[config.mk]
export PLATFORM = sky130hd
export DESIGN_NAME = mgr_regs
export DESIGN_NICKNAME = d
export VERILOG_FILES = /design/src/hw/mgr_pkg.sv /design/src/hw/mgr_regs.sv /design/src/hw/mgr_pwr_ctrl.sv /design/src/hw/mgr_irq_out.sv
export SDC_FILE = /design/constraint.sdc
export NUM_CORES = 1
export LEC_CHECK = 0
export BUFFER_PORTS_ARGS = -buffer_cell sky130_fd_sc_hd__clkbuf_2
export CORE_AREA = 2 2 106 108
export CTS_BUF_LIST = sky130_fd_sc_hd__clkbuf_4 sky130_fd_sc_hd__clkbuf_8 sky130_fd_sc_hd__clkbuf_16
export DETAILED_ROUTE_END_ITERATION = 8
export DIE_AREA = 0 0 108 110
export GPL_ROUTABILITY_DRIVEN = 0
export PLACE_DENSITY = 0.56
export REMOVE_ABC_BUFFERS = 1
export SLEW_MARGIN = 0
export SYNTH_ARGS = -nofsm -noshare
export SYNTH_HDL_FRONTEND = slang
export SYNTH_SLANG_ARGS = --single-unit
[constraint.sdc]
create_clock -name clk -period 2.3 [get_ports clk]
set_input_delay 0.345 -clock clk [delete_from_list [all_inputs] [get_ports clk]]
set_output_delay 0.345 -clock clk [all_outputs]
set_load 0.05 [all_outputs]
[src/hw/mgr_pkg.sv]
// constants and types of the magnetometer data and control register bank
package mgr_pkg;
   localparam logic [7:0] MGR_ADDR_Y_LOW = 8'h44;
   localparam logic [7:0] MGR_ADDR_Y_HIGH = 8'h45;
   localparam logic [7:0] MGR_ADDR_Z_LOW = 8'h46;
   localparam logic [7:0] MGR_ADDR_Z_HIGH = 8'h47;
   localparam logic [7:0] MGR_ADDR_R_LOW = 8'h48;
   localparam logic [7:0] MGR_ADDR_R_HIGH = 8'h49;
   localparam logic [7:0] MGR_ADDR_IRQ = 8'h4a;
   localparam logic [7:0] MGR_ADDR_PWR = 8'h4b;
   localparam logic [7:0] MGR_ADDR_MODE = 8'h4c;
   localparam logic [7:0] MGR_MODE_RESET = 8'h06;
   localparam logic [1:0] MGR_OP_NORMAL = 2'h0;
   localparam logic [1:0] MGR_OP_FORCED = 2'h1;
   localparam logic [1:0] MGR_OP_RSVD = 2'h2;
   localparam logic [1:0] MGR_OP_SLEEP = 2'h3;
   localparam int MGR_PWR_SRST_HI = 7;
   localparam int MGR_PWR_SRST_LO = 1;
   localparam int MGR_PWR_WIRE = 2;
   localparam int MGR_PWR_ON = 0;
   localparam int MGR_Y_W = 13;
   localparam int MGR_Z_W = 15;
   localparam int MGR_R_W = 14;
   // soft reset sequence length in cycles
   localparam logic [3:0] MGR_SRST_CYCLES = 4'h4;

   typedef struct packed {
      logic [MGR_Y_W-1:0] y_field;
      logic y_selftest_flag;
      logic [MGR_Z_W-1:0] z_field;
      logic z_selftest_flag;
      logic [MGR_R_W-1:0] sense_resistance;
      logic measurement_ready;
      logic [7:0] irq_cond;
   } mgr_meas_t;

   typedef struct packed {
      logic wr;
      logic rd;
      logic [7:0] addr;
      logic [7:0] wdata;
   } mgr_req_t;

   typedef enum logic [1:0] {MGR_SUSPEND, MGR_ACTIVE, MGR_SRST} mgr_pwr_t;
endpackage

[src/hw/mgr_regs.sv]
// magnetometer data and control register bank, top level
`timescale 1ns/10ps
module mgr_regs (
   input wire logic clk,
   input wire logic sys_rst,
   input wire mgr_pkg::mgr_req_t req,
   input wire mgr_pkg::mgr_meas_t meas,
   input wire logic latch_en,
   output logic [7:0] rdata,
   output logic rvalid,
   output logic [1:0] op_mode,
   output logic [2:0] output_rate,
   output logic [1:0] advanced_selftest_ctrl,
   output logic selftest_ctrl,
   output logic three_wire_select,
   output logic power_on,
   output logic soft_reset_pulse,
   output logic por_pulse,
   output logic irq_pin
);
   typedef struct packed {
      logic [7:0] rdata;
      logic rvalid;
      logic [7:0] mode;
      logic wire3;
      logic [1:0] srst_bits;
      logic srst_pulse;
      logic por;
      logic irq;
      mgr_pkg::mgr_meas_t snap;
   } mgr_top_t;
   mgr_top_t s_q, s_d;

   logic suspended, srst_busy, srst_done, por_p, irq_lvl;
   logic pwr_wr, status_read;
   logic [7:0] rd_mux;

   // -----------------------------------------------------------------
   // power sequencing
   // -----------------------------------------------------------------
   assign pwr_wr = req.wr && (req.addr == mgr_pkg::MGR_ADDR_PWR);

   mgr_pwr_ctrl u_pwr (
      .clk(clk),
      .sys_rst(sys_rst),
      .pwr_wr(pwr_wr),
      .pwr_wdata(req.wdata),
      .suspended(suspended),
      .srst_busy(srst_busy),
      .srst_done(srst_done),
      .por_pulse(por_p)
   );

   assign status_read = req.rd && !suspended && (req.addr == mgr_pkg::MGR_ADDR_IRQ);

   mgr_irq_out u_irq (
      .clk(clk),
      .sys_rst(sys_rst),
      .irq_cond(s_q.snap.irq_cond),
      .latch_en(latch_en),
      .status_read(status_read),
      .irq_level(irq_lvl)
   );

   // -----------------------------------------------------------------
   // read multiplexer
   // -----------------------------------------------------------------
   always_comb begin
      rd_mux = 8'h00;
      if (req.addr == mgr_pkg::MGR_ADDR_PWR) begin
         rd_mux = {s_q.srst_bits[1], 4'h0, s_q.wire3, s_q.srst_bits[0],
                   !suspended};
      end else if (!suspended) begin
         case (req.addr)
            mgr_pkg::MGR_ADDR_Y_LOW:
               rd_mux = {s_q.snap.y_field[4:0], 2'h0, s_q.snap.y_selftest_flag};
            mgr_pkg::MGR_ADDR_Y_HIGH: rd_mux = s_q.snap.y_field[12:5];
            mgr_pkg::MGR_ADDR_Z_LOW:
               rd_mux = {s_q.snap.z_field[6:0], s_q.snap.z_selftest_flag};
            mgr_pkg::MGR_ADDR_Z_HIGH: rd_mux = s_q.snap.z_field[14:7];
            mgr_pkg::MGR_ADDR_R_LOW:
               rd_mux = {s_q.snap.sense_resistance[5:0], 1'b0,
                         s_q.snap.measurement_ready};
            mgr_pkg::MGR_ADDR_R_HIGH: rd_mux = s_q.snap.sense_resistance[13:6];
            mgr_pkg::MGR_ADDR_IRQ: rd_mux = s_q.snap.irq_cond;
            mgr_pkg::MGR_ADDR_MODE: rd_mux = s_q.mode;
            default: rd_mux = 8'h00;
         endcase
      end
   end

   // -----------------------------------------------------------------
   // register state
   // -----------------------------------------------------------------
   always_comb begin
      s_d = s_q;
      s_d.rvalid = req.rd;
      s_d.rdata = req.rd ? rd_mux : 8'h00;
      s_d.srst_pulse = srst_done;
      s_d.por = por_p;
      s_d.irq = irq_lvl;
      // data registers follow the measurement side, never host writes
      s_d.snap = meas;
      if (pwr_wr) begin
         s_d.wire3 = req.wdata[mgr_pkg::MGR_PWR_WIRE];
         if (!suspended) begin
            s_d.srst_bits = {req.wdata[mgr_pkg::MGR_PWR_SRST_HI],
                             req.wdata[mgr_pkg::MGR_PWR_SRST_LO]};
         end
      end
      if (req.wr && !suspended && !srst_busy && req.addr == mgr_pkg::MGR_ADDR_MODE) begin
         s_d.mode = req.wdata;
      end
      if (srst_done) begin
         s_d.mode = mgr_pkg::MGR_MODE_RESET;
         s_d.srst_bits = 2'h0;
      end
      if (suspended || por_p) begin
         s_d.mode = mgr_pkg::MGR_MODE_RESET;
         s_d.srst_bits = 2'h0;
      end
   end

   always_ff @(posedge clk) begin
      if (sys_rst) begin
         s_q <= '0;
         s_q.mode <= mgr_pkg::MGR_MODE_RESET;
      end else begin
         s_q <= s_d;
      end
   end

   // -----------------------------------------------------------------
   // outputs
   // -----------------------------------------------------------------
   assign rdata = s_q.rdata;
   assign rvalid = s_q.rvalid;
   assign op_mode = s_q.mode[2:1];
   assign output_rate = s_q.mode[5:3];
   assign advanced_selftest_ctrl = s_q.mode[7:6];
   assign selftest_ctrl = s_q.mode[0];
   assign three_wire_select = s_q.wire3;
   assign soft_reset_pulse = s_q.srst_pulse;
   assign por_pulse = s_q.por;
   assign irq_pin = s_q.irq;
   assign power_on = !suspended;

   a_srst_sleep: assert property (@(posedge clk) disable iff (sys_rst)
      srst_done |=> op_mode == mgr_pkg::MGR_OP_SLEEP && s_q.srst_bits == 2'h0)
      else $error("not in sleep after soft reset");
   a_y_high_map: assert property (@(posedge clk) disable iff (sys_rst)
      req.rd && !suspended && req.addr == mgr_pkg::MGR_ADDR_Y_HIGH
      |=> rdata == $past(s_q.snap.y_field[12:5]))
      else $error("y high bits wrong");
   a_r_low_zero: assert property (@(posedge clk) disable iff (sys_rst)
      $past(req.rd) && $past(req.addr) == mgr_pkg::MGR_ADDR_R_LOW |-> rdata[1] == 1'b0)
      else $error("fixed zero bit set");
   a_pwr_zeros: assert property (@(posedge clk) disable iff (sys_rst)
      $past(req.rd) && $past(req.addr) == mgr_pkg::MGR_ADDR_PWR |-> rdata[6:3] == 4'h0)
      else $error("power register fixed bits set");
   a_mode_write: assert property (@(posedge clk) disable iff (sys_rst)
      req.wr && !suspended && !srst_busy && !srst_done && !por_p
      && req.addr == mgr_pkg::MGR_ADDR_MODE |=> s_q.mode == $past(req.wdata))
      else $error("mode write lost");
endmodule // mgr_regs

[src/hw/mgr_pwr_ctrl.sv]
// power state sequencing: suspend, active and soft reset
`timescale 1ns/10ps
module mgr_pwr_ctrl (
   input wire logic clk,
   input wire logic sys_rst,
   input wire logic pwr_wr,
   input wire logic [7:0] pwr_wdata,
   output logic suspended,
   output logic srst_busy,
   output logic srst_done,
   output logic por_pulse
);
   typedef struct packed {
      mgr_pkg::mgr_pwr_t st;
      logic [3:0] cnt;
      logic done;
      logic por;
   } mgr_pc_t;
   mgr_pc_t s_q, s_d;

   always_comb begin
      s_d = s_q;
      s_d.done = 1'b0;
      s_d.por = 1'b0;
      case (s_q.st)
         mgr_pkg::MGR_SUSPEND: begin
            // soft reset bits are ignored here
            if (pwr_wr && pwr_wdata[mgr_pkg::MGR_PWR_ON]) begin
               s_d.st = mgr_pkg::MGR_ACTIVE;
               s_d.por = 1'b1;
            end
         end
         mgr_pkg::MGR_ACTIVE: begin
            if (pwr_wr && !pwr_wdata[mgr_pkg::MGR_PWR_ON]) begin
               s_d.st = mgr_pkg::MGR_SUSPEND;
            end else if (pwr_wr && pwr_wdata[mgr_pkg::MGR_PWR_SRST_HI]
                         && pwr_wdata[mgr_pkg::MGR_PWR_SRST_LO]) begin
               s_d.st = mgr_pkg::MGR_SRST;
               s_d.cnt = mgr_pkg::MGR_SRST_CYCLES;
            end
         end
         mgr_pkg::MGR_SRST: begin
            if (s_q.cnt == 4'h1) begin
               s_d.st = mgr_pkg::MGR_ACTIVE;
               s_d.done = 1'b1;
            end
            s_d.cnt = s_q.cnt - 4'h1;
         end
         default: s_d.st = mgr_pkg::MGR_SUSPEND;
      endcase
   end

   always_ff @(posedge clk) begin
      if (sys_rst) begin
         s_q <= '{st: mgr_pkg::MGR_SUSPEND, cnt: 4'h0, done: 1'b0, por: 1'b0};
      end else begin
         s_q <= s_d;
      end
   end

   assign suspended = (s_q.st == mgr_pkg::MGR_SUSPEND);
   assign srst_busy = (s_q.st == mgr_pkg::MGR_SRST);
   assign srst_done = s_q.done;
   assign por_pulse = s_q.por;

   a_srst_length: assert property (@(posedge clk) disable iff (sys_rst)
      $rose(srst_busy) |-> srst_busy [*4] ##1 srst_done)
      else $error("soft reset length wrong");
   a_suspend_ignore: assert property (@(posedge clk) disable iff (sys_rst)
      suspended && pwr_wr && !pwr_wdata[mgr_pkg::MGR_PWR_ON] |=> !srst_busy)
      else $error("soft reset taken in suspend");
endmodule // mgr_pwr_ctrl

[src/hw/mgr_irq_out.sv]
// interrupt pin driver with latched or level behaviour
`timescale 1ns/10ps
module mgr_irq_out (
   input wire logic clk,
   input wire logic sys_rst,
   input wire logic [7:0] irq_cond,
   input wire logic latch_en,
   input wire logic status_read,
   output logic irq_level
);
   logic held_q;
   always_ff @(posedge clk) begin
      if (sys_rst) begin
         held_q <= 1'b0;
      end else if (!latch_en) begin
         held_q <= 1'b0;
      end else if (|irq_cond) begin
         held_q <= 1'b1;
      end else if (status_read) begin
         held_q <= 1'b0;
      end
   end
   assign irq_level = latch_en ? (held_q | (|irq_cond)) : (|irq_cond);

   a_latch_hold: assert property (@(posedge clk) disable iff (sys_rst)
      latch_en && held_q && !status_read && $stable(latch_en) |=> held_q)
      else $error("latched interrupt dropped");
endmodule // mgr_irq_out

==> impl_metrics.env <==
export IMPL_synthesis_area_sq_mm=0.00358
export IMPL_tns_ns=0
export IMPL_regArea_sq_mm=0.00170
export IMPL_ys_flop_type="dfxtp_1"
export IMPL_rsz0062_at_grt="no"
export IMPL_p_comb_share_pct=15.2
export IMPL_cts_setup_buffers=0
export IMPL_synth_distinct_cells=58
export IMPL_multi_input_area_sq_mm=0.00164
export IMPL_htreeDepth=3
export IMPL_antennaDiodeCount=0
export IMPL_vias_per_cell=4.99
export IMPL_hold_path_end="s_q[45]$_SDFF_PP0_"
export IMPL_dp_hpwl_microns=7080
export IMPL_core_area_sq_mm=0.0107
export IMPL_clk_path_buf_depth=2
export IMPL_cp_end_kind="flip-flop"
export IMPL_r2r_start="u_pwr.s_q[6]$_SDFFE_PP0P_"
export IMPL_postSynthAreaPerCell_sq_um=9.89
export IMPL_worst_slew_pin_slew_ns=0.564
export IMPL_drt_iter0_markers=181
export IMPL_slew_violations=0
export IMPL_cts_sinks=85
export IMPL_worst_hold_path_type="in2reg"
export IMPL_die_y_microns=110
export IMPL_crit_required_ns=2.54
export IMPL_switchingPower_uw=869
export IMPL_power_frac_seq_pct=50.0
export IMPL_drc_errors=0
export IMPL_grt_overflow=0
export IMPL_grt_pass1_wl_microns=14700
export IMPL_final_common_cell="clkbuf_2"
export IMPL_setup_violations=0
export IMPL_synth_edf_count=0
export IMPL_status="finished, final reports clean"
export IMPL_rr_endpoint="op_mode[1]$_SDFFE_PP1P_"
export IMPL_peakVddDrop_v=0.000279
export IMPL_ys_ff_latch=85
export IMPL_place_area_sq_mm=0.00411
export IMPL_power_leakage_nw=1.83
export IMPL_intPower_mw=2.28
export IMPL_final_cell_mix="clkbuf_2, dfxtp_1, nor2b_1"
export IMPL_cts_hold_buf=0
export IMPL_power_frac_clock_pct=34.9
export IMPL_hold_start="meas[45]"
export IMPL_final_min_clock_period_ns=2.06
export IMPL_area_delta_synth_final_pct=20.5
export IMPL_cp_arrival_ns=2.30
export IMPL_cp_start_kind="flip-flop"
export IMPL_fill_cells=1113
export IMPL_rrSetupSlack_ns=0.24
export IMPL_synth_warnings=0
export IMPL_slowest_delay_ns=0.54
export IMPL_grt_max_degree=58
export IMPL_finalHoldViolCount=0
export IMPL_path_max_fanout=8
export IMPL_cts_tree="yes"
export IMPL_row_count=38
export IMPL_timing_fmax_mhz=485
export IMPL_die_width_microns=108
export IMPL_fin_skew_ns=0.0102
export IMPL_swShare_pct=27.6
export IMPL_worst_hold_path_num_cells=2
export IMPL_path_class="reg2reg"
export IMPL_grt_total_usage_pct=16.6
export IMPL_grt_pass1_vias=2908
export IMPL_synthCells=362
export IMPL_cp_slowest_cell="or4_4"
export IMPL_relSlewSlack_pct=62.4
export IMPL_drt_wl_total_microns=9410
export IMPL_io_buffer_count=95
export IMPL_wire_per_inst_microns=16.1
export IMPL_num_io_pins=96
export IMPL_cts_made_buffers=9
export IMPL_nets=520
export IMPL_maxCapViolCount=0
export IMPL_vias=2922
export IMPL_finalCritPeriodShare_pct=89.6
export IMPL_final_area_sq_mm=0.00432
export IMPL_root_buffer="clkbuf_8"
export IMPL_cp_cell_sequence="inv_1, ha_1, or4b_1, or4_4, mux2i_1, nand2_1"
export IMPL_p_per_area_mw_per_mm2=730
export IMPL_antenna_found_initial=0
export IMPL_clk_pin_slew_ns=0.09
export IMPL_fp_dieArea_sq_mm=0.0119
export IMPL_cts_resized=0
export IMPL_rr_worst_depth=6
export IMPL_first_pass_iters=5
export IMPL_drtAntennaViolNets=0
export IMPL_drive_above_1_share_pct=30.0
export IMPL_start_util_pct=33.5
export IMPL_ys_async_sr_fraction_pct=0
export IMPL_clkLatencyLatePin_ns=0.36
export IMPL_ys_seq_area_share_pct=47.5
through the flow:
stage / instances / setup WS [ns] / power (mW) / hold slack (ns) / utilization (%)
after global placement: 570 / 0.218 / 2.06 / 0.460 / 38.4
after CTS: 586 / 0.234 / 3.17 / 0.176 / 40.3
final: 586 / 0.240 / 3.15 / 0.182 / 40.3
after global routing: 586 / 0.166 / 3.30 / 0.175 / 40.3
after detailed placement: 570 / 0.187 / 2.08 / 0.463 / 38.4
after floorplan: 324 / 0.0399 / 1.86 / 0.414 / -
routing by layer:
layer	routed length [microns]	track usage, %
met1	4310	21.6
met2	4330	26.2
met3	571	4.35
met4	204	7.23
met5	0	0
area by class of cell:
class | instances | share of cell area [%]
flip-flops and latches | 85 | 39.4
multi-input cells | 231 | 38.0
repair buffers | 106 | 12.9
well taps | 140 | 4.06
clock buffers | 10 | 3.19
clock inverters | 6 | 1.65
inverters | 8 | 0.696
sequential cells by signal, summed over array words and instances, names as in the netlist, 2 cells and up:
name                    flops
advanced_selftest_ctrl      2
u_pwr.s_q                   6
output_rate                 3
rdata                       8
op_mode                     2
s_q                        55
worst max-delay path by stage:
stage	from	endpoint	slack, ns
global route	u_pwr.s_q[6]$_SDFFE_PP0P_	selftest_ctrl$_SDFFE_PP0P_	0.17
finish	u_pwr.s_q[6]$_SDFFE_PP0P_	op_mode[1]$_SDFFE_PP1P_	0.24
floorplan	req[13]	u_pwr.s_q[7]$_SDFFE_PP0P_	0.04
global placement	req[13]	op_mode[1]$_SDFFE_PP1P_	0.22
detailed placement	req[13]	op_mode[1]$_SDFFE_PP1P_	0.19
CTS	u_pwr.s_q[6]$_SDFFE_PP0P_	op_mode[0]$_SDFFE_PP1P_	0.23
power groups by stage:
stage / clock network [mW] / registers (mW) / logic, mW
floorplan: 0 / 1.61 / 0.258
global placement: 0 / 1.60 / 0.460
detailed placement: 0 / 1.61 / 0.475
CTS: 1.12 / 1.57 / 0.478
global route: 1.19 / 1.58 / 0.522
finish: 1.10 / 1.57 / 0.477
kinds of logic (layout without fill, tap and decap cells):
family / Yosys count / count (layout) / synth area share, %
mux: 25 / 25 / 7.55
fa+ha+maj: 5 / 5 / 1.75
buf+inv: 46 / 130 / 6.81
flops: 85 / 85 / 47.5
simple gates: 138 / 138 / 23.9
compound gates: 63 / 63 / 12.5
cells in the mapped netlist (all sizes together), types with 2 or more instances:
library cell | n | area share [%]
dfxtp | 85 | 48
nor2b | 61 | 11
buf | 23 | 4.4
mux2i | 18 | 5.0
a21oi | 15 | 2.1
clkbuf | 15 | 1.6
nor2 | 15 | 1.6
nand2 | 10 | 1.0
inv | 8 | 0.84
nand3 | 8 | 1.1
nand3b | 7 | 1.5
o21ai | 7 | 0.98
a21o | 6 | 1.3
a221oi | 6 | 1.5
mux2 | 6 | 1.9
ha | 5 | 1.7
nand2b | 5 | 0.87
nand4 | 5 | 0.87
a22o | 4 | 0.98
nand4b | 4 | 0.98
nor4 | 4 | 0.87
or4 | 4 | 0.94
a211oi | 3 | 0.63
a31oi | 3 | 0.52
nor3 | 3 | 0.42
a22oi | 2 | 0.42
o31ai | 2 | 0.42
o32a | 2 | 0.56
or4b | 2 | 0.66
or4bb | 2 | 0.63
critical path, delay by kind of cell, from the launching register on:
family        cells  cell delay [ns]
simple gates      3             1.10
flops             1             0.34
fa+ha+maj         1             0.23
mux               1             0.19
buf+inv           1             0.09
No activity file was read; power rests on OpenSTA's default activity.
